**config.mk**
```make
export PLATFORM = sky130hd
export DESIGN_NAME = tpo_top
export DESIGN_NICKNAME = d
export VERILOG_FILES = /design/src/hdl/tpo_pkg.sv /design/src/hdl/tpo_grp_if.sv /design/src/hdl/tpo_ndr_map.sv /design/src/hdl/tpo_group.sv /design/src/hdl/tpo_top.sv
export SDC_FILE = /design/constraint.sdc
export NUM_CORES = 1
export LEC_CHECK = 0
export ABC_AREA = 1
export CORE_MARGIN = 3
export CORE_UTILIZATION = 27
export DETAILED_ROUTE_END_ITERATION = 8
export DONT_BUFFER_PORTS = 1
export GPL_ROUTABILITY_DRIVEN = 0
export PLACE_DENSITY_LB_ADDON = 0.1
export SLEW_MARGIN = 20
export SYNTH_ARGS = -nofsm -noshare
export SYNTH_HDL_FRONTEND = slang
export SYNTH_SLANG_ARGS = --single-unit
export TNS_END_PERCENT = 50
```
**constraint.sdc**
```tcl
create_clock -name pclk -period 3.36 [get_ports pclk]
set_input_delay 0.672 -clock pclk [delete_from_list [all_inputs] [get_ports pclk]]
set_output_delay 0.672 -clock pclk [all_outputs]
set_load 0.02 [all_outputs]
```
**src/hdl/tpo_pkg.sv**
```systemverilog
// Purpose: Shared constants, types and helpers of the timed pattern output block.
// Assumes: Registers are word slots on APB; a slot index times four is the byte address.
// Notes:   Every offset, field position, reset value and encoding is named here once.
package tpo_pkg;

	// Group geometry: four groups of four pins.
	localparam int unsigned NUM_GROUPS = 4;
	localparam int unsigned GROUP_W    = 4;
	localparam int unsigned NUM_PINS   = 16;
	localparam int unsigned NUM_CMP    = 4;
	localparam int unsigned SEL_W      = 2;

	// Register slot indices; byte address is four times the index.
	localparam logic [29:0] IDX_PORT_DATA  = 30'h05FFFFC2;
	localparam logic [29:0] IDX_PINFN_HIGH = 30'h05FFFFCC;
	localparam logic [29:0] IDX_PINFN_LOW  = 30'h05FFFFCE;
	localparam logic [29:0] IDX_MODE       = 30'h05FFFFF0;
	localparam logic [29:0] IDX_TRIG_SEL   = 30'h05FFFFF1;
	localparam logic [29:0] IDX_EN_HIGH    = 30'h05FFFFF2;
	localparam logic [29:0] IDX_EN_LOW     = 30'h05FFFFF3;
	localparam logic [29:0] IDX_NEXT_HIGH  = 30'h05FFFFF4;
	localparam logic [29:0] IDX_NEXT_LOW   = 30'h05FFFFF5;
	localparam logic [29:0] IDX_NEXT_HIGH2 = 30'h05FFFFF6;
	localparam logic [29:0] IDX_NEXT_LOW2  = 30'h05FFFFF7;
	localparam logic [29:0] IDX_GAP        = 30'h05FFFFF8;

	// Reset values.
	localparam logic [15:0] RST_PORT_DATA = 16'h0000;
	localparam logic [15:0] RST_PINFN     = 16'h0000;
	localparam logic [7:0]  RST_MODE      = 8'hF0;
	localparam logic [7:0]  RST_TRIG_SEL  = 8'hFF;
	localparam logic [7:0]  RST_ENABLE    = 8'h00;
	localparam logic [7:0]  RST_NEXT      = 8'h00;
	localparam logic [7:0]  RST_GAP       = 8'h01;

	// Field layout and encodings.
	localparam logic [3:0]  MODE_RSVD_ONES = 4'hF;
	localparam logic [3:0]  NIB_RSVD_ONES  = 4'hF;
	localparam logic [7:0]  BYTE_RSVD_ONES = 8'hFF;
	localparam logic [1:0]  PINFN_PATTERN  = 2'b11;
	localparam int unsigned MODE_NOV_LSB   = 0;

	// Non-overlap sequencer state of one group.
	typedef enum logic [0:0]
	{
		TPO_IDLE = 1'b0,
		TPO_GAP  = 1'b1
	} tpo_gstate_t;

	// Decode key: only index bits 27..24 and 8..0 take part.
	function automatic logic [12:0] tpo_key(input logic [29:0] idx);
	begin
		return {idx[27:24], idx[8:0]};
	end
	endfunction : tpo_key

endpackage : tpo_pkg

```
**src/hdl/tpo_grp_if.sv**
```systemverilog
// Purpose: Carries one pattern group's controls and its port data update.
// Assumes: One instance per group, all on pclk.
// Notes:   The register file drives the ctl side, the group sequencer the grp side.
`timescale 1ns/10ps
interface tpo_grp_if;
	logic [1:0] sel;      // Compare channel that triggers this group.
	logic [3:0] ner;      // Per-pin pattern enable.
	logic [3:0] ndr;      // Next pattern nibble.
	logic       nov;      // Non-overlap mode.
	logic [3:0] port;     // Current port data nibble.
	logic [3:0] upd_en;   // Bits to update this cycle.
	logic [3:0] upd_val;  // Values for the updated bits.

	modport ctl (output sel, output ner, output ndr, output nov, output port,
		input upd_en, input upd_val);
	modport grp (input sel, input ner, input ndr, input nov, input port,
		output upd_en, output upd_val);
endinterface : tpo_grp_if

```
**src/hdl/tpo_ndr_map.sv**
```systemverilog
// Purpose: Maps one next-pattern byte onto its main and alternate register slots.
// Assumes: Write strobes arrive already qualified by the bus access and byte lane.
// Notes:   Purely combinational; the byte itself is held by the caller.
`timescale 1ns/10ps
module tpo_ndr_map
(
	input  wire logic       same_trig,
	input  wire logic [7:0] ndr_q,
	input  wire logic       wr_main,
	input  wire logic       wr_alt,
	input  wire logic [7:0] wdata,
	output logic      [7:0] rd_main,
	output logic      [7:0] rd_alt,
	output logic      [7:0] ndr_d
);

	// Shared trigger: whole byte at the main slot, alternate slot all reserved ones.
	// Split triggers: upper nibble at main, lower nibble at alternate, rest reads ones.
	always_comb
	begin
		if (same_trig)
		begin
			rd_main = ndr_q;
			rd_alt  = tpo_pkg::BYTE_RSVD_ONES;
			ndr_d   = wr_main ? wdata : ndr_q;
		end
		else
		begin
			rd_main = {ndr_q[7:4], tpo_pkg::NIB_RSVD_ONES};
			rd_alt  = {tpo_pkg::NIB_RSVD_ONES, ndr_q[3:0]};
			ndr_d   = {(wr_main ? wdata[7:4] : ndr_q[7:4]),
				(wr_alt ? wdata[3:0] : ndr_q[3:0])};
		end
	end

endmodule : tpo_ndr_map

```
**src/hdl/tpo_group.sv**
```systemverilog
// Purpose: Trigger selection and non-overlap sequencing of one 4-pin group.
// Assumes: Compare-match inputs are one-cycle pulses on pclk.
// Notes:   A trigger during a running gap abandons the pending rising bits.
`timescale 1ns/10ps
module tpo_group
(
	input  wire logic       pclk,
	input  wire logic       presetn,
	input  wire logic [3:0] cmp_match,
	input  wire logic [7:0] gap_cycles,
	tpo_grp_if.grp          bus
);

	tpo_pkg::tpo_gstate_t state_q;
	logic [7:0]           cnt_q;
	logic [3:0]           pend_q;
	logic                 trig;
	logic [3:0]           falls;
	logic [3:0]           rises;

	// Trigger is the selected compare line; edges only count on enabled pins.
	assign trig  = cmp_match[bus.sel];
	assign falls = bus.ner & bus.port & ~bus.ndr;
	assign rises = bus.ner & ~bus.port & bus.ndr;

	// Update request: plain copy, or falls first and rises after the gap.
	always_comb
	begin
		bus.upd_en  = 4'h0;
		bus.upd_val = bus.ndr;
		if (trig && !bus.nov)
			bus.upd_en = bus.ner;
		else if (trig)
			bus.upd_en = falls;
		else if (state_q == tpo_pkg::TPO_GAP && cnt_q == 8'h01)
		begin
			bus.upd_en  = pend_q;
			bus.upd_val = 4'hF;
		end
	end

	// Gap sequencer; a zero gap still costs one cycle.
	always_ff @(posedge pclk or negedge presetn)
	begin
		if (!presetn)
		begin
			state_q <= tpo_pkg::TPO_IDLE;
			cnt_q   <= 8'h00;
			pend_q  <= 4'h0;
		end
		else if (trig && bus.nov && rises != 4'h0)
		begin
			state_q <= tpo_pkg::TPO_GAP;
			cnt_q   <= (gap_cycles == 8'h00) ? 8'h01 : gap_cycles;
			pend_q  <= rises;
		end
		else if (trig || (state_q == tpo_pkg::TPO_GAP && cnt_q == 8'h01))
		begin
			state_q <= tpo_pkg::TPO_IDLE;
			pend_q  <= 4'h0;
		end
		else
		begin
			case (state_q)
				tpo_pkg::TPO_GAP: cnt_q <= cnt_q - 8'h01;
				default:          cnt_q <= 8'h00;
			endcase
		end
	end

endmodule : tpo_group

```
**src/hdl/tpo_top.sv**
```systemverilog
// Purpose: Timed pattern output block with its port data and pin function registers.
// Assumes: APB slave with zero wait states; compare inputs come from pclk logic.
// Notes:   Each register is one 32-bit word; narrow data sits in the low bits.
//
// Summary of operation
// - Four 4-pin groups, joint or independent.
// - Sixteen outputs, enable per bit.
// - Group trigger picked from four compare lines.
// - Non-overlap mode inserts programmable gap.
// - Selected compare events drive DMA requests.
// - Pattern-owned port data bits ignore writes.
// - Pin routes pattern only when function 11.
// - Decode index bits 27-24 and 8-0 only.
// - Low next byte at F5, split F5/F7.
// - High next byte at F4, split F4/F6.
// - Reset mode F0, trigger FF, gap 01, rest zero.
// - Byte and halfword access on every register.
// - Two pin function registers, two bits each.
// - Trigger copies enabled next bits to data.
// - Unused next-data slots read ones, unwritable.
//
// Our own choice: the APB slave port.
`timescale 1ns/10ps
module tpo_top
(
	input  wire logic        pclk,
	input  wire logic        presetn,
	input  wire logic        psel,
	input  wire logic        penable,
	input  wire logic        pwrite,
	input  wire logic [31:0] paddr,
	input  wire logic [31:0] pwdata,
	input  wire logic [3:0]  pstrb,
	output logic      [31:0] prdata,
	output logic             pready,
	output logic             pslverr,
	input  wire logic [3:0]  cmp_match,
	output logic      [3:0]  dma_req,
	output logic      [15:0] pattern_output_pins
);

	logic [15:0] port_b_output_data_q;
	logic [15:0] pin_function_high_pins_q;
	logic [15:0] pin_function_low_pins_q;
	logic [3:0]  pattern_output_mode_q;
	logic [7:0]  pattern_trigger_select_q;
	logic [7:0]  pattern_enable_high_q;
	logic [7:0]  pattern_enable_low_q;
	logic [7:0]  next_pattern_high_q;
	logic [7:0]  next_pattern_low_q;
	logic [7:0]  gap_cycles_q;
	logic [7:0]  next_pattern_high_d;
	logic [7:0]  next_pattern_low_d;
	logic [7:0]  rd_next_high;
	logic [7:0]  rd_next_high2;
	logic [7:0]  rd_next_low;
	logic [7:0]  rd_next_low2;
	logic [31:0] prdata_q;
	logic        pslverr_q;
	logic [31:0] rd_word;
	logic        rd_hit;
	logic [12:0] key;
	logic        acc_wr;
	logic [15:0] lane_mask;
	logic [15:0] enable_all;
	logic [31:0] pin_function_all;
	logic [15:0] upd_en;
	logic [15:0] upd_val;
	logic [15:0] sw_mask;
	logic [15:0] pins_d;
	logic        same_low;
	logic        same_high;
	logic        hit_port;
	logic        hit_pf_hi;
	logic        hit_pf_lo;
	logic        hit_mode;
	logic        hit_trig;
	logic        hit_en_hi;
	logic        hit_en_lo;
	logic        hit_nx_hi;
	logic        hit_nx_lo;
	logic        hit_nx_hi2;
	logic        hit_nx_lo2;
	logic        hit_gap;

	// The bus answers in the same cycle it sees the access phase.
	assign pready  = 1'b1;
	assign prdata  = prdata_q;
	assign pslverr = pslverr_q;

	assign key = tpo_pkg::tpo_key(paddr[31:2]);

	// Slot hits; aliases across the ignored index bits land on the same registers.
	assign hit_port   = key == tpo_pkg::tpo_key(tpo_pkg::IDX_PORT_DATA);
	assign hit_pf_hi  = key == tpo_pkg::tpo_key(tpo_pkg::IDX_PINFN_HIGH);
	assign hit_pf_lo  = key == tpo_pkg::tpo_key(tpo_pkg::IDX_PINFN_LOW);
	assign hit_mode   = key == tpo_pkg::tpo_key(tpo_pkg::IDX_MODE);
	assign hit_trig   = key == tpo_pkg::tpo_key(tpo_pkg::IDX_TRIG_SEL);
	assign hit_en_hi  = key == tpo_pkg::tpo_key(tpo_pkg::IDX_EN_HIGH);
	assign hit_en_lo  = key == tpo_pkg::tpo_key(tpo_pkg::IDX_EN_LOW);
	assign hit_nx_hi  = key == tpo_pkg::tpo_key(tpo_pkg::IDX_NEXT_HIGH);
	assign hit_nx_lo  = key == tpo_pkg::tpo_key(tpo_pkg::IDX_NEXT_LOW);
	assign hit_nx_hi2 = key == tpo_pkg::tpo_key(tpo_pkg::IDX_NEXT_HIGH2);
	assign hit_nx_lo2 = key == tpo_pkg::tpo_key(tpo_pkg::IDX_NEXT_LOW2);
	assign hit_gap    = key == tpo_pkg::tpo_key(tpo_pkg::IDX_GAP);

	assign acc_wr    = psel && penable && pwrite;
	assign lane_mask = {{8{pstrb[1]}}, {8{pstrb[0]}}};

	// Flat views of the enable and pin function fields, pin p at bit p or 2p.
	// Per-bit enables
	assign enable_all       = {pattern_enable_high_q, pattern_enable_low_q};
	assign pin_function_all = {pin_function_high_pins_q, pin_function_low_pins_q};

	// Shared trigger tests select the next-data layout.
	assign same_low  = pattern_trigger_select_q[3:2] == pattern_trigger_select_q[1:0];
	assign same_high = pattern_trigger_select_q[7:6] == pattern_trigger_select_q[5:4];

	tpo_ndr_map u_map_low
	(
		.same_trig (same_low),
		.ndr_q     (next_pattern_low_q),
		.wr_main   (acc_wr && hit_nx_lo && pstrb[0]),
		.wr_alt    (acc_wr && hit_nx_lo2 && pstrb[0]),
		.wdata     (pwdata[7:0]),
		.rd_main   (rd_next_low),
		.rd_alt    (rd_next_low2),
		.ndr_d     (next_pattern_low_d)
	);

	tpo_ndr_map u_map_high
	(
		.same_trig (same_high),
		.ndr_q     (next_pattern_high_q),
		.wr_main   (acc_wr && hit_nx_hi && pstrb[0]),
		.wr_alt    (acc_wr && hit_nx_hi2 && pstrb[0]),
		.wdata     (pwdata[7:0]),
		.rd_main   (rd_next_high),
		.rd_alt    (rd_next_high2),
		.ndr_d     (next_pattern_high_d)
	);

	for (genvar g = 0; g < tpo_pkg::NUM_GROUPS; g++)
	begin : g_grp
		tpo_grp_if gif ();

		// Group g owns pins 4g+3..4g and trigger select bits 2g+1..2g.
		assign gif.sel  = pattern_trigger_select_q[2*g +: 2];
		assign gif.ner  = enable_all[4*g +: 4];
		assign gif.nov  = pattern_output_mode_q[tpo_pkg::MODE_NOV_LSB + g];
		assign gif.port = port_b_output_data_q[4*g +: 4];
		assign gif.ndr  = (g < 2) ? next_pattern_low_q[4*(g%2) +: 4]
			: next_pattern_high_q[4*(g%2) +: 4];

		tpo_group u_group
		(
			.pclk       (pclk),
			.presetn    (presetn),
			.cmp_match  (cmp_match),
			.gap_cycles (gap_cycles_q),
			.bus        (gif.grp)
		);

		assign upd_en[4*g +: 4]  = gif.upd_en & gif.ner;
		assign upd_val[4*g +: 4] = gif.upd_val;
	end

	// A compare line requests DMA when some group with an enabled pin uses it.
	for (genvar c = 0; c < tpo_pkg::NUM_CMP; c++)
	begin : g_dma
		logic [3:0] uses;
		for (genvar g = 0; g < tpo_pkg::NUM_GROUPS; g++)
		begin : g_use
			assign uses[g] = (pattern_trigger_select_q[2*g +: 2] == 2'(c))
				&& (enable_all[4*g +: 4] != 4'h0);
		end
		// The request is only as wide as the compare pulse, so the DMA side
		// must catch it on this same clock.
		// Trigger to DMA
		assign dma_req[c] = cmp_match[c] && (uses != 4'h0);
	end

	// Protection follows the enable bits alone, so a pin that serves another
	// function can still be locked against software writes.
	// Write protect on pattern bits
	assign sw_mask = (acc_wr && hit_port) ? (lane_mask & ~enable_all) : 16'h0000;

	// Port data: software writes free bits, triggers load pattern bits.
	always_ff @(posedge pclk or negedge presetn)
	begin
		if (!presetn)
			port_b_output_data_q <= tpo_pkg::RST_PORT_DATA;
		else
			port_b_output_data_q <= (port_b_output_data_q & ~sw_mask & ~upd_en)
				| (pwdata[15:0] & sw_mask) | (upd_val & upd_en);
	end

	always_ff @(posedge pclk or negedge presetn)
	begin
		if (!presetn)
		begin
			pin_function_high_pins_q <= tpo_pkg::RST_PINFN;
			pin_function_low_pins_q  <= tpo_pkg::RST_PINFN;
		end
		else
		begin
			if (acc_wr && hit_pf_hi)
				pin_function_high_pins_q <= (pin_function_high_pins_q & ~lane_mask)
					| (pwdata[15:0] & lane_mask);
			if (acc_wr && hit_pf_lo)
				pin_function_low_pins_q <= (pin_function_low_pins_q & ~lane_mask)
					| (pwdata[15:0] & lane_mask);
		end
	end

	always_ff @(posedge pclk or negedge presetn)
	begin
		if (!presetn)
		begin
			pattern_output_mode_q    <= tpo_pkg::RST_MODE[3:0];
			pattern_trigger_select_q <= tpo_pkg::RST_TRIG_SEL;
			pattern_enable_high_q    <= tpo_pkg::RST_ENABLE;
			pattern_enable_low_q     <= tpo_pkg::RST_ENABLE;
			gap_cycles_q             <= tpo_pkg::RST_GAP;
		end
		else if (acc_wr && pstrb[0])
		begin
			if (hit_mode)
				pattern_output_mode_q <= pwdata[3:0];
			if (hit_trig)
				pattern_trigger_select_q <= pwdata[7:0];
			if (hit_en_hi)
				pattern_enable_high_q <= pwdata[7:0];
			if (hit_en_lo)
				pattern_enable_low_q <= pwdata[7:0];
			if (hit_gap)
				gap_cycles_q <= pwdata[7:0];
		end
	end

	// Next-data bytes take their lane-qualified values from the mappers.
	always_ff @(posedge pclk or negedge presetn)
	begin
		if (!presetn)
		begin
			next_pattern_high_q <= tpo_pkg::RST_NEXT;
			next_pattern_low_q  <= tpo_pkg::RST_NEXT;
		end
		else
		begin
			next_pattern_high_q <= next_pattern_high_d;
			next_pattern_low_q  <= next_pattern_low_d;
		end
	end

	// Read mux; unmapped slots read zero and raise an error.
	always_comb
	begin
		rd_word = 32'h00000000;
		rd_hit  = 1'b1;
		if (hit_port)
			rd_word[15:0] = port_b_output_data_q;
		else if (hit_pf_hi)
			rd_word[15:0] = pin_function_high_pins_q;
		else if (hit_pf_lo)
			rd_word[15:0] = pin_function_low_pins_q;
		else if (hit_mode)
			rd_word[7:0] = {tpo_pkg::MODE_RSVD_ONES, pattern_output_mode_q};
		else if (hit_trig)
			rd_word[7:0] = pattern_trigger_select_q;
		else if (hit_en_hi)
			rd_word[7:0] = pattern_enable_high_q;
		else if (hit_en_lo)
			rd_word[7:0] = pattern_enable_low_q;
		else if (hit_nx_hi)
			rd_word[7:0] = rd_next_high;
		else if (hit_nx_lo)
			rd_word[7:0] = rd_next_low;
		else if (hit_nx_hi2)
			rd_word[7:0] = rd_next_high2;
		else if (hit_nx_lo2)
			rd_word[7:0] = rd_next_low2;
		else if (hit_gap)
			rd_word[7:0] = gap_cycles_q;
		else
			rd_hit = 1'b0;
	end

	// Read data and error are caught in the setup cycle so they leave a flop
	// at the access phase; the trade is one cycle of staleness on port data.
	always_ff @(posedge pclk or negedge presetn)
	begin
		if (!presetn)
		begin
			prdata_q  <= 32'h00000000;
			pslverr_q <= 1'b0;
		end
		else if (psel && !penable)
		begin
			prdata_q  <= pwrite ? 32'h00000000 : rd_word;
			pslverr_q <= !rd_hit;
		end
		else if (psel && penable)
		begin
			// Ready never drops, so this edge ends the access and the bus idles at zero.
			prdata_q  <= 32'h00000000;
			pslverr_q <= 1'b0;
		end
		else
		begin
			prdata_q  <= 32'h00000000;
			pslverr_q <= 1'b0;
		end
	end

	for (genvar p = 0; p < tpo_pkg::NUM_PINS; p++)
	begin : g_pin
		assign pins_d[p] = (pin_function_all[2*p +: 2] == tpo_pkg::PINFN_PATTERN)
			&& port_b_output_data_q[p];
	end

	// Pins leave a flop, one cycle behind port data.
	// A pin given another function shows low here; its own mux lies outside.
	always_ff @(posedge pclk or negedge presetn)
	begin
		if (!presetn)
			pattern_output_pins <= 16'h0000;
		else
			pattern_output_pins <= pins_d;
	end

endmodule : tpo_top

```
# Word level (Yosys, flattened, before mapping)
# Index checks and enable logic that the tools add are counted.
[word_totals] regBits=201 inputBits=77
[classes] bitwise=44 eq_ne=52 n_reduce_logical=107 n_mux=102 magnitude_cmp=4 n_addsub=4
[ops] op="8-bit 2-to-1 mux" count=28
[ops] op="4-bit 2-to-1 mux" count=40
[ops] op="13-bit by 12-bit equality test with 1-bit output (second input constant)" count=12
[ops] op="16-bit bitwise AND" count=8
[ops] op="4-bit bitwise AND" count=20
[ops] op="1-bit logical AND" count=67
[ops] op="16-bit 2-to-1 mux" count=4
[ops] op="16-bit inverter" count=4
[ops] op="16-bit bitwise OR" count=4
[ops] op="2-bit equality test (second input constant)" count=24
[ops] op="4-bit nonzero test" count=12
[ops] op="8-bit by 1-bit equality test with 1-bit output (second input constant)" count=4
[ops] op="32-bit 2-to-1 mux" count=1
[ops] op="4-bit inverter" count=8
[ops] op="8-bit by 1-bit subtractor with 8-bit output (second input constant)" count=4
[ops] op="1-bit 2-to-1 mux" count=25
[ops] op="2-bit AND reduction" count=7
[ops] op="2-bit by 3-bit less-than comparator with 1-bit output (second input constant)" count=4
[ops] op="2-bit by 1-bit inequality test with 1-bit output (second input constant)" count=6
[ops] op="2-bit nonzero test" count=6
[ops] op="1-bit binary-select mux with 2-bit select" count=4
[ops] op="2-bit by 1-bit equality test with 1-bit output (second input constant)" count=4
[ops] op="2-bit logical NOT" count=4
[ops] op="8-bit logical NOT" count=1
[ops] op="3 further kinds" count=12

# Longest topological paths before layout
[depth] depth_word=15 mapped_depth=15 ltp_nobuf=15

# Hierarchy
# Synthesis repeated with hierarchy kept, for this count alone.
[unflattened] hier_cells=1570 area_unflattened_um2=11954.0
[by_module_without_submodules] mod="tpo_top" area_each_um2=6606.3 seq_area_each_um2=3339.5 cells_each=814 n_inst=1
[by_module_without_submodules] mod="tpo_group at g_grp[0].u_group ..." area_each_um2=1156.1 seq_area_each_um2=325.3 cells_each=154 n_inst=3
[by_module_without_submodules] mod="tpo_group at g_grp[2].u_group" area_each_um2=1158.6 seq_area_each_um2=325.3 cells_each=154 n_inst=1
[by_module_without_submodules] mod="tpo_ndr_map" area_each_um2=360.3 seq_area_each_um2=0.0 cells_each=70 n_inst=2

# Worst setup path before layout
# OpenSTA, ideal clock, no wires.
[synth_path] kind="input to register" from="input paddr[9]" to="register prdata_q[7] (netlist: prdata[7])" path_slack_ps=1346 t_arrival_ps=1893 path_stages=14 cell_sequence="nand2_1 > nor2_4 > nand2_1 > nor2_2 > inv_2 > nor2_1 > buf_2 > inv_2 > o21ai_0 > inv_1 > nand2_1 > nand2_1 > a21oi_1 > nor2_1"
[synth_via] elab_chain_len=15
[synth_rtl] item="start: declaration" line_no="tpo_top.sv:31" rtl="input wire logic [31:0] paddr,"
[synth_rtl] item="13-bit by 12-bit equality test with 1-bit output" line_no="tpo_top.sv:105" rtl="assign hit_gap = key == tpo_pkg::tpo_key(tpo_pkg::IDX_GAP);"
[synth_rtl] item="8-bit 2-to-1 mux" line_no="tpo_top.sv:283" rtl="else if (hit_gap)"
[synth_rtl] item="8-bit 2-to-1 mux" line_no="tpo_top.sv:281" rtl="else if (hit_nx_lo2)"
[synth_rtl] item="8-bit 2-to-1 mux" line_no="tpo_top.sv:279" rtl="else if (hit_nx_hi2)"
[synth_rtl] item="8-bit 2-to-1 mux" line_no="tpo_top.sv:277" rtl="else if (hit_nx_lo)"
[synth_rtl] item="8-bit 2-to-1 mux" line_no="tpo_top.sv:275" rtl="else if (hit_nx_hi)"
[synth_rtl] item="8-bit 2-to-1 mux" line_no="tpo_top.sv:273" rtl="else if (hit_en_lo)"
[synth_rtl] item="8-bit 2-to-1 mux" line_no="tpo_top.sv:271" rtl="else if (hit_en_hi)"
[synth_rtl] item="8-bit 2-to-1 mux" line_no="tpo_top.sv:269" rtl="else if (hit_trig)"
[synth_rtl] item="8-bit 2-to-1 mux" line_no="tpo_top.sv:267" rtl="else if (hit_mode)"
[synth_rtl] item="8-bit 2-to-1 mux" line_no="tpo_top.sv:265" rtl="else if (hit_pf_lo)"
[synth_rtl] item="16-bit 2-to-1 mux" line_no="tpo_top.sv:263" rtl="else if (hit_pf_hi)"
[synth_rtl] item="16-bit 2-to-1 mux (*)" line_no="tpo_top.sv:261" rtl="if (hit_port)"
[synth_rtl] item="16-bit 2-to-1 mux (*)" line_no="tpo_top.sv:300" rtl="prdata_q <= pwrite ? 32'h00000000 : rd_word;"
[synth_rtl] item="32-bit 2-to-1 mux (*)" line_no="tpo_top.sv:298" rtl="else if (psel && !penable)"
[synth_rtl] item="end signal: assignment" line_no="tpo_top.sv:300"
[synth_rtl] item="end: declaration" line_no="tpo_top.sv:58" rtl="logic [31:0] prdata_q;"
# Mark *: on every way between the ends. The rest lies on a longest branch, timed or not.
# A chain may end at the register's enable or synchronous reset.

# Worst setup path after layout
[layout_path] from="register pattern_enable_high_q[5]" to="output dma_req[0]"
[layout_via] elab_chain_len=4
[layout_rtl] item="start: declaration" line_no="tpo_top.sv:47" rtl="logic [7:0] pattern_enable_high_q;"
[layout_rtl] item="start signal: assignment" line_no="tpo_top.sv:222" rtl="pattern_enable_high_q <= tpo_pkg::RST_ENABLE;"
[layout_rtl] item="start signal: assignment" line_no="tpo_top.sv:233" rtl="pattern_enable_high_q <= pwdata[7:0];"
[layout_rtl] item="4-bit nonzero test" line_no="tpo_top.sv:175" rtl="&& (enable_all[4*g +: 4] != 4'h0);"
[layout_rtl] item="1-bit logical AND" line_no="tpo_top.sv:175"
[layout_rtl] item="4-bit nonzero test" line_no="tpo_top.sv:180" rtl="assign dma_req[c] = cmp_match[c] && (uses != 4'h0);"
[layout_rtl] item="1-bit logical AND" line_no="tpo_top.sv:180"
[layout_rtl] item="end: declaration" line_no="tpo_top.sv:38" rtl="output logic [3:0] dma_req,"
# Every way passes these cells.

==> flow_summary.ini <==
[run_status]
status = complete, but fails checks
violations = hold timing

[pwr]
total_leakage_power_nw = 4.932
peakVddDrop_mv = 0.3408
seqPwrFrac_pct = 51.1
p_per_area_nw_per_um2 = 406.3
power.internal_w = 0.003300
switchingPower_w = 0.001065
clkPwrFrac_pct = 46.0
pwr-share-comb_pct = 2.9
swShare_pct = 24.39

[route]
wl_per_cell_um = 19.14
top_layer = met4
via_per_inst = 4.906
drt_pass1_iterations = 5
wl_met2_um = 14480
wl_met3_um = 1296
drt-total-wl_um = 32770
drc = 0
drt_iter0_markers = 515
ant_nets = 0
drt-met1-wl_um = 16360
num_vias = 8399

[critical_path]
crit_fanout = 5
r2r_start = pattern_trigger_select_q[7]
required_ns = 2.69
arrival_ns = 2.06
reg2reg_to = g_grp[3].u_group.cnt_q[4]
r2r_slack_ns = 0.77
startpoint_type = flop
crit_type = flop to primary output
cp-end-kind = primary output
worstRegToRegCells = 10

[floorplanning]
die_w_um = 196.0
io-pin-count = 131
rows = 68
die_h_um = 196.0
initial_utilization_pct = 27.81
core_sq_um = 35050
die_area_sq_um = 38420

[sta]
post-route-period-util_pct = 81.31
clock.fmax_mhz = 366.0
tightest_slew_ns = 0.6498
max_slew_margin_pct = 56.57
slew_viol_final = 0
fin_crit_ns = 2.732
setup_violations = 0
hold-worst-slack_ns = -0.06657
final_hold_viol_count = 176
rsz0062_at_grt = no
finalSetupTns_ns = 0
fin_skew_ns = 0.01458

[flow_run]
drv_cap = 0

[synth]
synth_edf_count = 0
async_flop_share_pct = 100.0
yosys_register_bits = 185
synthTopCellsByCount = 280 x nand2_1, 176 x dfrtp_1, 176 x inv_1, 118 x o21ai_0, 88 x nand3_1
synth_ff_type = dfrtp_1
synthCells = 1247
synth_top_area_cell = dfrtp_1
yosysUniqueCellTypes = 46
ys_seq_area_share_pct = 47.60
synth_top_cell_area_share_pct = 45.17
yosys-top-cells-area = dfrtp_1 45%, nand2_1 11%, inv_1 6.8%
yosysWarnings = 0
yosysMostFrequentCell = nand2_1
syn_area_sq_um = 9749
avgSynthCellArea_sq_um = 7.818

[layout]
ff_latch_area_sq_um = 4641
areaGrowthSynthToFinish_pct = 10.20
n_fill_cell = 3817
drive_above_1_share_pct = 5.807
antenna_cells = 0
nets = 1330
multi_input_area_sq_um = 4208

[clock_tree]
clock_path_buffers = 2
tritoncts = built
post_cts_buffers = 0
h-tree-depth = 4
insertion_delay_ns = 0.44
post_cts_resized = 0
cts_made_buffers = 17
clkSinkCount = 185
path_clk_slew_ns = 0.08
clockRootBuffer = clkbuf_16

[global_route]
grt_pass1_wl_um = 49700
grt_start_max_net_pins = 186
grt-ovfl-total = 0
grt_use_total_pct = 17.02
grt_pass1_vias = 8066
antenna_found_initial = 0

[min_path]
hold_class = input port to async pin

[placed_design]
port_buffers = 0
hpwlAfterDp_um = 24160
## cell type report
type                            instances  area share (%)
Sequential cell                       185           43.19
Multi-Input combinational cell        846           39.16
Inverter                              186           6.498
Tap cell                              455           5.299
Clock buffer                           20           4.157
Clock inverter                         11           1.060
Timing Repair Buffer                    9          0.6289
## worst max-delay path, cell delays in order (launching register included)
cell,delay (ns)
dfrtp_1,0.48
inv_1,0.12
nand4_1,0.32
nand3_1,0.13
a41oi_1,0.56
## cell usage in the layout, fill, tap and decap left out, drive strengths merged, types with 2 or more instances in the layout
cell,count
nand3b,2
nand2,283
inv,190
buf,9
a32o,2
conb,17
ha,8
nand4,17
a221oi,7
clkinvlp,5
dfrtp,176
a31oi,8
clkbuf,20
dfstp,9
a21oi,55
nor3,40
o211ai,14
a211oi,8
xnor2,4
o22ai,12
xor2,12
o311ai,2
o21ai,148
o221ai,19
nor2,84
a41oi,4
nand3,89
nor4,2
## power groups by stage
| stage | registers [W] | clock network (W) | logic [W] |
|---|---|---|---|
| floorplan | 0.00227 | 0 | 0.0000974 |
| global placement | 0.00227 | 0 | 0.000126 |
| detailed placement | 0.00227 | 0 | 0.000125 |
| CTS | 0.00223 | 0.00207 | 0.000125 |
| global route | 0.00223 | 0.00218 | 0.000137 |
| finish | 0.00223 | 0.00201 | 0.000125 |
## cell families after synthesis
logic type / synth area share (%)
buf+inv: 9.818
flops: 47.60
fa+ha+maj: 1.027
other cells: 0.07703
xor+xnor: 1.437
simple gates: 22.86
compound gates: 17.18
## metal layers
| metal | up-vias | track usage (%) |
|---|---|---|
| met2 | 175 | 25.81 |
| met4 | 0 | 4.885 |
| li1 | 4129 | - |
| met1 | 4065 | 24.82 |
| met5 | - | 0 |
| met3 | 30 | 3.057 |
## metrics by stage
step / total power [W] / utilization [%] / instance area (sq um) / worst slack (ns) / cells
finish: 0.004365 / 30.65 / 10740 / 0.6280 / 1712
global route: 0.004543 / 30.65 / 10740 / 0.5271 / 1712
CTS: 0.004427 / 30.65 / 10740 / 0.6494 / 1712
detailed placement: 0.002399 / 29.05 / 10180 / 0.7647 / 1681
global placement: 0.002399 / 29.05 / 10180 / 0.7949 / 1681
floorplan: 0.002371 / - / 9806 / 1.346 / 1262
## worst max path at each step
stage,startpoint,endpoint,slack (ns),depth (start not counted)
2_1_floorplan,paddr[9],prdata[7],1.35,14
6_report,pattern_enable_high_q[5],dma_req[0],0.63,4
5_1_grt,pattern_enable_high_q[5],dma_req[0],0.53,4
3_5_place_dp,paddr[28],prdata[14],0.76,9
3_3_place_gp,paddr[9],pslverr,0.79,10
4_1_cts,pattern_enable_high_q[5],dma_req[0],0.65,4
Power figures use the tool's default switching activity.
